## config.mk

```make
export PLATFORM = sky130hd
export DESIGN_NAME = alarm_flag_id_reset_cal_regs
export DESIGN_NICKNAME = d
export VERILOG_FILES = /design/src/alarm_types_pkg.sv /design/src/alarm_flag_id_reset_cal_regs.sv /design/src/sticky_flag_bank.sv /design/src/soft_reset_stretcher.sv
export VERILOG_INCLUDE_DIRS = /design/src
export SDC_FILE = /design/constraint.sdc
export NUM_CORES = 1
export LEC_CHECK = 0
export BUFFER_PORTS_ARGS = -buffer_cell sky130_fd_sc_hd__buf_2
export CORE_ASPECT_RATIO = 2
export CORE_MARGIN = 8
export CORE_UTILIZATION = 43
export CTS_CLUSTER_SIZE = 10
export DETAILED_ROUTE_END_ITERATION = 6
export PLACE_DENSITY = 0.61
export SLEW_MARGIN = 15
export SYNTH_ARGS = -nofsm -noshare
export SYNTH_HDL_FRONTEND = slang
export SYNTH_SLANG_ARGS = --single-unit
```

## constraint.sdc

```tcl
create_clock -name CORE_CLK_IN -period 2.6 [get_ports CORE_CLK_IN]
set_input_delay 0.13 -clock CORE_CLK_IN [delete_from_list [all_inputs] [get_ports CORE_CLK_IN]]
set_output_delay 0.13 -clock CORE_CLK_IN [all_outputs]
set_load 0.02 [all_outputs]
```

## src/alarm_bank_regs.svh

```systemverilog
// Offsets, field positions, reset values and timing figures of the alarm register slice
`ifndef ALARM_BANK_REGS_SVH
`define ALARM_BANK_REGS_SVH

// ------------------------------------------------------------
// Register offsets
// ------------------------------------------------------------
`define OFS_LIVE_SIG     8'h81
`define OFS_LIVE_LOCK    8'h82
`define OFS_SIG_STICKY   8'h83
`define OFS_LOCK_STICKY  8'h84
`define OFS_PART_HIGH    8'h86
`define OFS_PART_LOW     8'h87
`define OFS_CTRL         8'h88

// ------------------------------------------------------------
// Field positions and widths
// ------------------------------------------------------------
`define SIG_FLAG_LSB     0
`define SIG_FLAG_CNT     3
`define LOCK_FLAG_LSB    1
`define LOCK_FLAG_CNT    3
`define FLAG_CNT         6
`define CTRL_SOFT_RST_BIT 7
`define CTRL_CAL_BIT     6
`define PART_HIGH_MSB    11
`define PART_HIGH_LSB    4
`define PART_LOW_MSB     3
`define PART_LOW_LSB     0
`define LIVE_FLAG_LSB    0

// ------------------------------------------------------------
// Reset values and timing
// ------------------------------------------------------------
`define REG_RESET_VALUE  8'h00
`define FLAG_RESET_VALUE 6'h00
`define SOFT_RST_TIME_MS 10
`define CORE_CLK_HZ      100000000
`define MS_PER_S         1000

`endif

```

## src/alarm_types_pkg.sv

```systemverilog
// Shared types of the alarm register slice
package alarm_types_pkg;

  // One register byte on the internal register port
  typedef logic [7:0] reg_byte_t;

  // Calibration tracker
  typedef enum logic {
    CAL_IDLE = 1'b0,
    CAL_BUSY = 1'b1
  } cal_state_e;

  // Whole state of the top module
  typedef struct packed {
    reg_byte_t  rdata;      // Read data held for the host
    cal_state_e cal_state;  // Calibration in progress or not
    logic       cal_pulse;  // Self-clearing calibration start
    logic       lol_alarm;  // Lock-loss alarm as shown to the outside
    logic       irq;        // Interrupt level
  } ctl_state_s;

endpackage : alarm_types_pkg

```

## src/alarm_flag_id_reset_cal_regs.sv

```systemverilog
// Sticky alarm flags, identity registers and reset/calibration control
//
// How it works
// - Input-2 signal loss sets sticky flag
// - Input-1 signal loss sets sticky flag
// - Reference signal loss sets sticky flag
// - Input-2 frequency offset sets sticky flag
// - Input-1 frequency offset sets sticky flag
// - Lock loss sets sticky flag
// - Unmasked flag drives interrupt when enabled
// - Writing zero clears a sticky flag
// - Part number and revision read only
// - Reset bit resets logic, disables outputs
// - Calibration bit starts calibration, self-clears
// - Lock-loss alarm drops when calibration ends
// - Setting changes need a new calibration
// - Control register reads zero after reset
// - Live signal-loss bits show monitor state
// - Live frequency-offset bits show alarm state
// - Live lock-loss bit shows lock state
`timescale 1ns/1ns
`include "alarm_bank_regs.svh"
module alarm_flag_id_reset_cal_regs #(
  parameter logic [11:0] PART_NUMBER     = 12'h123,  // Arbitrary value
  parameter logic [3:0]  REVISION        = 4'h1,     // Arbitrary value
  parameter int          SOFT_RST_CYCLES =
    (`SOFT_RST_TIME_MS * (`CORE_CLK_HZ / `MS_PER_S))
) (
  input  wire logic                      CORE_CLK_IN,
  input  wire logic                      RESETN_IN,
  input  wire alarm_types_pkg::reg_byte_t REG_ADDR_IN,
  input  wire alarm_types_pkg::reg_byte_t REG_WDATA_IN,
  input  wire logic                      REG_WR_IN,
  input  wire logic                      REG_RD_IN,
  output alarm_types_pkg::reg_byte_t     REG_RDATA_OUT,
  input  wire logic                      INPUT2_SIGLOSS_LIVE_IN,
  input  wire logic                      INPUT1_SIGLOSS_LIVE_IN,
  input  wire logic                      REFCLK_SIGLOSS_LIVE_IN,
  input  wire logic                      INPUT2_FREQ_OFFSET_LIVE_IN,
  input  wire logic                      INPUT1_FREQ_OFFSET_LIVE_IN,
  input  wire logic                      LOCK_LOSS_LIVE_IN,
  input  wire logic                      INPUT2_SIGLOSS_MASK_IN,
  input  wire logic                      INPUT1_SIGLOSS_MASK_IN,
  input  wire logic                      REFCLK_SIGLOSS_MASK_IN,
  input  wire logic                      INPUT2_FREQ_OFFSET_MASK_IN,
  input  wire logic                      INPUT1_FREQ_OFFSET_MASK_IN,
  input  wire logic                      LOCK_LOSS_MASK_IN,
  input  wire logic                      IRQ_PIN_EN_IN,
  input  wire logic                      CAL_DONE_IN,
  output logic                           IRQ_OUT,
  output logic                           LOCK_LOSS_ALARM_OUT,
  output logic                           CAL_START_OUT,
  output logic                           SOFT_RESET_OUT,
  output logic                           CLK_OUT_DISABLE_OUT
);
  import alarm_types_pkg::*;

  // ------------------------------------------------------------
  // Helpers
  // ------------------------------------------------------------

  // Address match, used by every write and read decode
  function automatic logic hit(input reg_byte_t addr, input reg_byte_t ofs);
    hit = (addr == ofs);
  endfunction : hit

  localparam ctl_state_s CTL_RESET = '{
    rdata:     `REG_RESET_VALUE,
    cal_state: CAL_IDLE,
    cal_pulse: 1'b0,
    lol_alarm: 1'b0,
    irq:       1'b0
  };

  // ------------------------------------------------------------
  // Signals
  // ------------------------------------------------------------
  ctl_state_s             st_reg;      // Registered state
  ctl_state_s             st_next;     // Next state
  logic [`FLAG_CNT-1:0]   live_vec;    // Live alarms, flag order
  logic [`FLAG_CNT-1:0]   mask_vec;    // Masks, flag order
  logic [`FLAG_CNT-1:0]   clr_vec;     // Host clear strobes
  logic [`FLAG_CNT-1:0]   flags;       // Sticky flags
  logic                   soft_active; // Software reset in progress
  logic                   sig_wr;      // Write to signal-loss flags
  logic                   lock_wr;     // Write to offset/lock flags
  logic                   ctl_wr;      // Write to control register
  logic                   soft_start;  // Request to begin soft reset
  logic                   cal_req;     // Request to begin calibration
  reg_byte_t              rd_byte;     // Read mux output

  // ------------------------------------------------------------
  // Flag ordering: [2:0] signal loss, [5:3] lock and offsets
  // ------------------------------------------------------------

  // Lock loss uses the shown alarm so calibration counts as unlocked
  assign live_vec = {INPUT2_FREQ_OFFSET_LIVE_IN,
                     INPUT1_FREQ_OFFSET_LIVE_IN,
                     st_reg.lol_alarm,
                     INPUT2_SIGLOSS_LIVE_IN,
                     INPUT1_SIGLOSS_LIVE_IN,
                     REFCLK_SIGLOSS_LIVE_IN};

  assign mask_vec = {INPUT2_FREQ_OFFSET_MASK_IN,
                     INPUT1_FREQ_OFFSET_MASK_IN,
                     LOCK_LOSS_MASK_IN,
                     INPUT2_SIGLOSS_MASK_IN,
                     INPUT1_SIGLOSS_MASK_IN,
                     REFCLK_SIGLOSS_MASK_IN};

  // ------------------------------------------------------------
  // Write decode
  // ------------------------------------------------------------

  // Only a zero written to a flag bit clears it; ones do nothing
  assign sig_wr  = REG_WR_IN && hit(REG_ADDR_IN, `OFS_SIG_STICKY);
  assign lock_wr = REG_WR_IN && hit(REG_ADDR_IN, `OFS_LOCK_STICKY);
  assign ctl_wr  = REG_WR_IN && hit(REG_ADDR_IN, `OFS_CTRL);

  assign clr_vec[`SIG_FLAG_CNT-1:0] =
    {`SIG_FLAG_CNT{sig_wr}} & ~REG_WDATA_IN[`SIG_FLAG_LSB +: `SIG_FLAG_CNT];
  assign clr_vec[`FLAG_CNT-1:`SIG_FLAG_CNT] =
    {`LOCK_FLAG_CNT{lock_wr}} & ~REG_WDATA_IN[`LOCK_FLAG_LSB +: `LOCK_FLAG_CNT];

  // A reset request wins over a calibration request in the same write
  assign soft_start = ctl_wr && REG_WDATA_IN[`CTRL_SOFT_RST_BIT] && !soft_active;
  assign cal_req    = ctl_wr && REG_WDATA_IN[`CTRL_CAL_BIT]
                      && !REG_WDATA_IN[`CTRL_SOFT_RST_BIT] && !soft_active;

  // ------------------------------------------------------------
  // Sticky flags and software reset timer
  // ------------------------------------------------------------

  // Set beats clear inside the bank, so a still-active alarm stays flagged
  sticky_flag_bank #(
    .W (`FLAG_CNT)
  ) u_flags (
    .clk_in    (CORE_CLK_IN),
    .resetn_in (RESETN_IN),
    .set_in    (live_vec),
    .clr_in    (clr_vec),
    .flush_in  (soft_active),
    .flags_out (flags)
  );

  // Host must stay off the port while this runs; the timer just models it
  soft_reset_stretcher #(
    .CYCLES (SOFT_RST_CYCLES)
  ) u_soft_rst (
    .clk_in     (CORE_CLK_IN),
    .resetn_in  (RESETN_IN),
    .start_in   (soft_start),
    .active_out (soft_active)
  );

  // ------------------------------------------------------------
  // Next-state logic
  // ------------------------------------------------------------
  always_comb begin
    st_next = st_reg;
    rd_byte = `REG_RESET_VALUE;

    // Read mux; reserved bits and unmapped offsets read zero
    unique case (1'b1)
      hit(REG_ADDR_IN, `OFS_LIVE_SIG): begin
        rd_byte[`SIG_FLAG_LSB +: `SIG_FLAG_CNT] = live_vec[`SIG_FLAG_CNT-1:0];
      end
      hit(REG_ADDR_IN, `OFS_LIVE_LOCK): begin
        rd_byte[`LIVE_FLAG_LSB +: `LOCK_FLAG_CNT] = live_vec[`FLAG_CNT-1:`SIG_FLAG_CNT];
      end
      hit(REG_ADDR_IN, `OFS_SIG_STICKY): begin
        rd_byte[`SIG_FLAG_LSB +: `SIG_FLAG_CNT] = flags[`SIG_FLAG_CNT-1:0];
      end
      hit(REG_ADDR_IN, `OFS_LOCK_STICKY): begin
        rd_byte[`LOCK_FLAG_LSB +: `LOCK_FLAG_CNT] = flags[`FLAG_CNT-1:`SIG_FLAG_CNT];
      end
      hit(REG_ADDR_IN, `OFS_PART_HIGH): begin
        rd_byte = PART_NUMBER[`PART_HIGH_MSB:`PART_HIGH_LSB];
      end
      hit(REG_ADDR_IN, `OFS_PART_LOW): begin
        rd_byte = {PART_NUMBER[`PART_LOW_MSB:`PART_LOW_LSB], REVISION};
      end
      hit(REG_ADDR_IN, `OFS_CTRL): begin
        rd_byte[`CTRL_SOFT_RST_BIT] = soft_active;
        rd_byte[`CTRL_CAL_BIT]      = st_reg.cal_pulse;
      end
      default: begin
        rd_byte = `REG_RESET_VALUE;
      end
    endcase

    // Read data is held until the next read strobe or a software reset
    if (REG_RD_IN) begin
      st_next.rdata = rd_byte;
    end

    // Start bit lives one cycle only, so the host reads it back zero unless its read strobe falls in the cycle right after the write
    st_next.cal_pulse = cal_req;

    // Calibration tracker; a fresh request restarts it
    unique case (st_reg.cal_state)
      CAL_IDLE: begin
        if (cal_req) begin
          st_next.cal_state = CAL_BUSY;
        end
      end
      CAL_BUSY: begin
        if (CAL_DONE_IN && !cal_req) begin
          st_next.cal_state = CAL_IDLE;
        end
      end
    endcase

    // Alarm stays high while calibrating, falls once it finishes and locks
    st_next.lol_alarm = LOCK_LOSS_LIVE_IN || (st_next.cal_state == CAL_BUSY);

    // Interrupt level lags the flags by one cycle
    st_next.irq = IRQ_PIN_EN_IN && |(flags & ~mask_vec);

    // Software reset returns all control state to its reset values
    if (soft_active) begin
      st_next = CTL_RESET;
    end
  end

  // ------------------------------------------------------------
  // State register
  // ------------------------------------------------------------
  always_ff @(posedge CORE_CLK_IN or negedge RESETN_IN) begin
    if (!RESETN_IN) begin
      st_reg <= CTL_RESET;
    end else begin
      st_reg <= st_next;
    end
  end

  // ------------------------------------------------------------
  // Outputs
  // ------------------------------------------------------------
  assign REG_RDATA_OUT       = st_reg.rdata;
  assign IRQ_OUT             = st_reg.irq;
  assign LOCK_LOSS_ALARM_OUT = st_reg.lol_alarm;
  assign CAL_START_OUT       = st_reg.cal_pulse;
  assign SOFT_RESET_OUT      = soft_active;
  assign CLK_OUT_DISABLE_OUT = soft_active;
endmodule : alarm_flag_id_reset_cal_regs

```

## src/sticky_flag_bank.sv

```systemverilog
// Bank of sticky alarm flags: set by live alarms, cleared by host writes of zero
`timescale 1ns/1ns
module sticky_flag_bank #(
  parameter int W = 6
) (
  input  wire logic         clk_in,
  input  wire logic         resetn_in,
  input  wire logic [W-1:0] set_in,    // Live alarm levels
  input  wire logic [W-1:0] clr_in,    // Host clear strobes
  input  wire logic         flush_in,  // Soft reset clears everything
  output logic      [W-1:0] flags_out
);
  import alarm_types_pkg::*;

  // ------------------------------------------------------------
  // State
  // ------------------------------------------------------------
  typedef struct packed {
    logic [W-1:0] flags;
  } flag_state_s;

  flag_state_s st_reg;
  flag_state_s st_next;

  // Per-bit update; set beats clear so no alarm edge is lost
  always_comb begin
    st_next = st_reg;
    for (int i = 0; i < W; i++) begin
      st_next.flags[i] = set_in[i] | (st_reg.flags[i] & ~clr_in[i]);
    end
    // Soft reset overrides, live alarms re-set flags afterwards
    if (flush_in) begin
      st_next.flags = '0;
    end
  end

  // State register
  always_ff @(posedge clk_in or negedge resetn_in) begin
    if (!resetn_in) begin
      st_reg.flags <= '0;
    end else begin
      st_reg <= st_next;
    end
  end

  assign flags_out = st_reg.flags;

endmodule : sticky_flag_bank

```

## src/soft_reset_stretcher.sv

```systemverilog
// Holds the software reset active for a fixed number of cycles
`timescale 1ns/1ns
module soft_reset_stretcher #(
  parameter int CYCLES = 1000000
) (
  input  wire logic clk_in,
  input  wire logic resetn_in,
  input  wire logic start_in,   // One-cycle request
  output logic      active_out  // High for CYCLES cycles
);
  import alarm_types_pkg::*;

  // ------------------------------------------------------------
  // State
  // ------------------------------------------------------------
  localparam int CW = $clog2(CYCLES + 1);
  localparam logic [CW-1:0] LAST = CW'(CYCLES - 1);

  typedef struct packed {
    logic          active;
    logic [CW-1:0] cnt;
  } stretch_state_s;

  stretch_state_s st_reg;
  stretch_state_s st_next;

  // Count down; a request while active is ignored
  always_comb begin
    st_next = st_reg;
    if (!st_reg.active) begin
      if (start_in) begin
        st_next.active = 1'b1;
        st_next.cnt    = LAST;
      end
    end else if (st_reg.cnt == '0) begin
      st_next.active = 1'b0;
    end else begin
      st_next.cnt = st_reg.cnt - CW'(1);
    end
  end

  // State register
  always_ff @(posedge clk_in or negedge resetn_in) begin
    if (!resetn_in) begin
      st_reg <= '0;
    end else begin
      st_reg <= st_next;
    end
  end

  assign active_out = st_reg.active;

endmodule : soft_reset_stretcher

```

## After elaboration in Yosys (flattened, before gate mapping)

Cells that the tools add are included.

| storage, ports and cells | value |
|---|---|
| input bits | 34 |
| word-level logic and storage cells | 76 |
| register bits after elaboration | 39 |

| operators by class | value |
|---|---|
| reductions and logical operators | 19 |
| bitwise logic cells | 25 |
| equal/unequal tests | 8 |
| add/subtract/negate cells | 1 |
| multiplexer cells | 15 |

Operator list:

| kind | count |
|---|---|
| $eq A8 B8 Y1 const B | 7 |
| $mux W21 | 2 |
| $logic_not A20 Y1 | 1 |
| $mux W20 | 1 |
| $sub A20 B1 Y20 const B | 1 |
| $mux W12 | 1 |
| $logic_and A1 B1 Y1 | 10 |
| $pmux W2 S5 | 1 |
| $mux W8 | 1 |
| $not A1 Y1 | 7 |
| $and A1 B1 Y1 | 6 |
| $and A3 B3 Y3 | 2 |
| $and A6 B6 Y6 | 1 |
| $mux W6 | 1 |
| $not A3 Y3 | 2 |
| $not A6 Y6 | 1 |
| $or A1 B1 Y1 | 6 |
| $reduce_or A6 Y1 | 1 |
| $mux W1 | 5 |
| $pmux W1 S4 | 1 |
| $pmux W2 S2 | 1 |
| $reduce_bool A2 Y1 | 2 |
| $logic_not A1 Y1 | 3 |
| $ne A2 B2 Y1 const B | 1 |
| 3 further kinds | 3 |

## Logic depth before layout (Yosys ltp)

| logic depth | value |
|---|---|
| depth in word-level cells | 11 |
| depth in mapped cells | 7 |
| gate-level depth less buffers | 6 |

## Modules after synthesis

From an unflattened synthesis, not the netlist that was laid out.

| second synthesis, totals | value |
|---|---|
| cells, all modules | 230 |
| area, all modules | 2243.4 um^2 |

Modules (own cells, without submodules):

| module | sequential area each (um^2) | cells each | area each (um^2) | times used |
|---|---|---|---|---|
| soft_reset_stretcher | 525.5 | 114 | 1131.1 | 1 |
| alarm_flag_id_reset_cal_regs | 275.3 | 92 | 827.0 | 1 |
| sticky_flag_bank | 150.1 | 24 | 285.3 | 1 |

## Worst setup path before layout

No wires, ideal clock.

| timing path | value |
|---|---|
| kind | reg-to-reg |
| from | register u_soft_rst.st_reg[0] (netlist name) |
| to | register u_soft_rst.st_reg[8] (netlist name) |
| required time | 2527 ps |
| library setup time | 73 ps |
| period minus slack after synthesis | 2002 ps |
| path slack | 598 ps |
| cell stages (with the launch flop) | 7 |
| buffers on the path | 0 |
| arrival | 1929 ps |
| cells stage by stage | dfrtp_1 > inv_1 > ha_1 > or4b_4 > or4_1 > or3_1 > a21oi_2 |

| between the ends | value |
|---|---|
| cells in the longest elaborated chain, start to end | 3 |
| elaborated cells between the ends (all ways) | 6 |

RTL lines:

| item | RTL line | source |
|---|---|---|
| start: declaration | soft_reset_stretcher.sv:24 | `stretch_state_s st_reg;` |
| start signal: assignment | soft_reset_stretcher.sv:47 | `st_reg <= st_next;` |
| $sub A20 B1 Y20 / $logic_not A20 Y1 (equally long branches) | soft_reset_stretcher.sv:38, soft_reset_stretcher.sv:35 |  |
| $mux W20 / $ne A2 B2 Y1 (equally long branches) | - |  |
| $mux W21 / $reduce_and A2 Y1 (equally long branches) | - |  |

Parallel ways exist; a longest one is shown, timed or not. The select of a mux whose other input is x is not followed.
A chain may end at the register's enable or synchronous reset.

## Worst setup path after layout

Ends and elaborated chain as after synthesis.

==> reports/qor.yml <==
run_status:
  status: "completed"
yosys:
  muxShareOfSynthArea_pct: 6.29
  ys_seq_area_share_pct: 42.7
  synth_top_family_by_area: "simple AND/OR/NAND/NOR gates"
  synthArstFlopShare_pct: 100
  synth.avg_cell_area_um2: 9.05
  yosys_warnings: 0
  yosysUniqueCellTypes: 45
  synthAdderAreaFrac_pct: 1.12
  synth_area_leader_cell: "dfrtp_1"
  synth_compound_area_share_pct: 14.3
  synthXorXnorAreaFrac_pct: 0
  yosys_most_used_dff: "dfrtp_1"
  synth_area_um2: 2230
  synth_top_area_share_pct: 42.7
  synth_edf_count: 0
  synthTopCellsByArea: "dfrtp_1 (43%), mux2i_1 (6.3%), nor2_1 (4.2%)"
  synthCells: 246
  ys_ff_latch: 38
  yosys.area_share.simple_pct: 27.7
  synth_fp_nets: 282
drt:
  routed_wl_um: 5900
  vias_per_cell: 5.85
  vias: 1995
  drt_first_pass_iters: 5
  drcViolationCount: 0
  wl_per_cell_um: 17.3
  drtAntennaViolNets: 0
  drt-initial-drc-count: 120
timing:
  worst_pin_slew_ns: 0.879
  slew_viol_final: 0
  setup_viol: 0
  post-route-period-util_pct: 82.2
  finClkSkew_ns: 0.00486
  fmax_mhz: 468
  fin_crit_ns: 2.14
  rsz0062_at_grt: "no"
  slew-limit-headroom_pct: 41.4
  final_hold_viol_count: 0
  finalSetupTns_ns: 0
clock_tree:
  worstSkewPairLatency_ns: 0.30
  ctsHtreeMaxLevel: 2
  cts_buffers: 5
  cts_tree: "done"
  cts_resized: 0
  clk_pin_slew_worst_paths_ns: 0.07
  clk_path_buf_depth: 2
  clock_sinks: 38
  root_buffer: "clkbuf_8"
  post-cts-setup-buffer-count: 0
global_route:
  use_met2_pct: 26.6
  antenna_found_initial: 0
  gr-usage-all-layers_pct: 15.4
  grt_util_met3_pct: 3.72
  grt_max_degree: 39
  grt_pass1_vias: 1987
  overflow: 0
  grtUsageMet1_pct: 15.5
  grt_pass1_wl_um: 9580
  busiest_layer: "met2"
power:
  ir_worst_vdd_mv: 0.338
  p_leak_nw: 1.09
  p_total_mw: 1.09
  power.density_nw_per_um2: 431
placed_design:
  portBuffers: 43
  routabilityCongestion: 0.828
  hpwl_um: 4440
  placed_cell_area_um2: 2430
worst_hold_path:
  min_path_type: "input pin to flop"
  holdPathStages: 3
  hold_path_startpoint: "LOCK_LOSS_LIVE_IN"
  holdPathEnd: "LOCK_LOSS_ALARM_OUT"
floorplanning:
  die_w_um: 66.9
  die_y_um: 118
  rows: 37
  die-area_um2: 7880
  initial_core_util_pct: 43.7
  io_pins: 47
  core_um2: 5090
final_layout:
  stdcell_area_um2: 2530
  fill_cells: 530
  largest_register_ffs: 20
  final_util_pct: 49.7
  seq_area_um2: 951
  layout-drive-gt1-share_pct: 20.8
  multi_input_area_um2: 1100
  final_nets: 318
  antenna_cells: 0
  area_growth_pct: 13.6
setup_path:
  path_class: "flop to flop"
  worst_ep_arrival_time_ns: 2.37
  critPathRequiredTime_ns: 2.83
  endpoint_kind: "flop"
  startpoint: "u_soft_rst.st_reg[0]"
  rr_startpoint: "u_soft_rst.st_reg[0]"
  reg2reg_to: "u_soft_rst.st_reg[8]"
  reg2reg_slack_ns: 0.46
  reg2regPathDepth: 6
  start_kind: "flop"
  critical_path.max_fanout: 4
flow_run:
  cap_violations: 0
==> worst max-delay path: stages, from the launching register on <==
cell	delay, ns
dfrtp_1	0.41
inv_1	0.09
ha_1	0.18
or4b_4	0.50
or4_1	0.44
or3_1	0.33
a21oi_2	0.12
==> layout by cell type (no fill, tap or decap), drive strengths merged, types with 7 or more instances in the layout <==
cell     n
nand4    7
nand2   19
mux2i   14
inv     15
o21ai   10
a21oi   17
nor2    25
clkbuf   7
buf     47
dfrtp   38
o211ai   7
nor4     8
==> stage by stage <==
stage	setup WS (ns)	hold WS [ns]	cells
global route	0.255	0.0552	341
global placement	0.481	0.296	332
CTS	0.458	0.0564	341
finish	0.463	0.0603	341
detailed placement	0.470	0.296	332
floorplan	0.598	-0.166	246
==> timing repair <==
item | 4_1_cts | 5_1_grt
hold endpoints to repair | 38 | 0
hold buffers | 1 | 0
endpoints found under the setup margin | 0 | 0
==> final cells by class <==
type | instances | area share (%)
clock buffer | 7 | 3.41
clock inverter | 1 | 0.198
inverter | 15 | 2.23
multi-input combinational | 174 | 43.6
sequential | 38 | 37.6
tap | 58 | 2.87
timing repair buffer | 48 | 10.1
==> Yosys cell counts (6+ instances only) <==
| cell type | instances |
|---|---|
| mux2i_1 | 14 |
| o211ai_1 | 7 |
| inv_1 | 15 |
| nor2_1 | 25 |
| a21oi_1 | 16 |
| dfrtp_1 | 38 |
| nand4_1 | 7 |
| nand2_1 | 19 |
| clkbuf_1 | 7 |
| buf_4 | 10 |
| nor4_1 | 6 |
| o21ai_0 | 9 |
| or4_1 | 6 |
==> kinds of logic after synthesis <==
kind of cell,count (synthesis)
fa+ha+maj,2
mux,14
flops,38
compound gates,50
other cells,1
simple gates,107
buf+inv,34
==> where the power goes <==
group / internal, mW / switching (mW) / total [mW]
logic: 0.0270 / 0.0411 / 0.0682
clock network: 0.214 / 0.217 / 0.431
registers: 0.591 / 0.000112 / 0.591
total: 0.832 / 0.259 / 1.09
==> how the worst max path moves through the flow <==
stage,to,slack [ns],cells past startpoint
after floorplan,u_soft_rst.st_reg[8],0.60,6
after global placement,u_soft_rst.st_reg[0],0.48,4
after detailed placement,u_soft_rst.st_reg[8],0.47,6
after CTS,u_soft_rst.st_reg[8],0.46,6
after global routing,u_soft_rst.st_reg[0],0.25,6
final,u_soft_rst.st_reg[8],0.46,6
==> metal layers <==
layer	up-vias	wire [um]	share of wire, %
li1	962	-	-
met1	947	2050	35
met2	68	3190	54
met3	18	409	6.9
met4	0	250	4.2
met5	-	0	0
(Power assumes the default switching activity.)
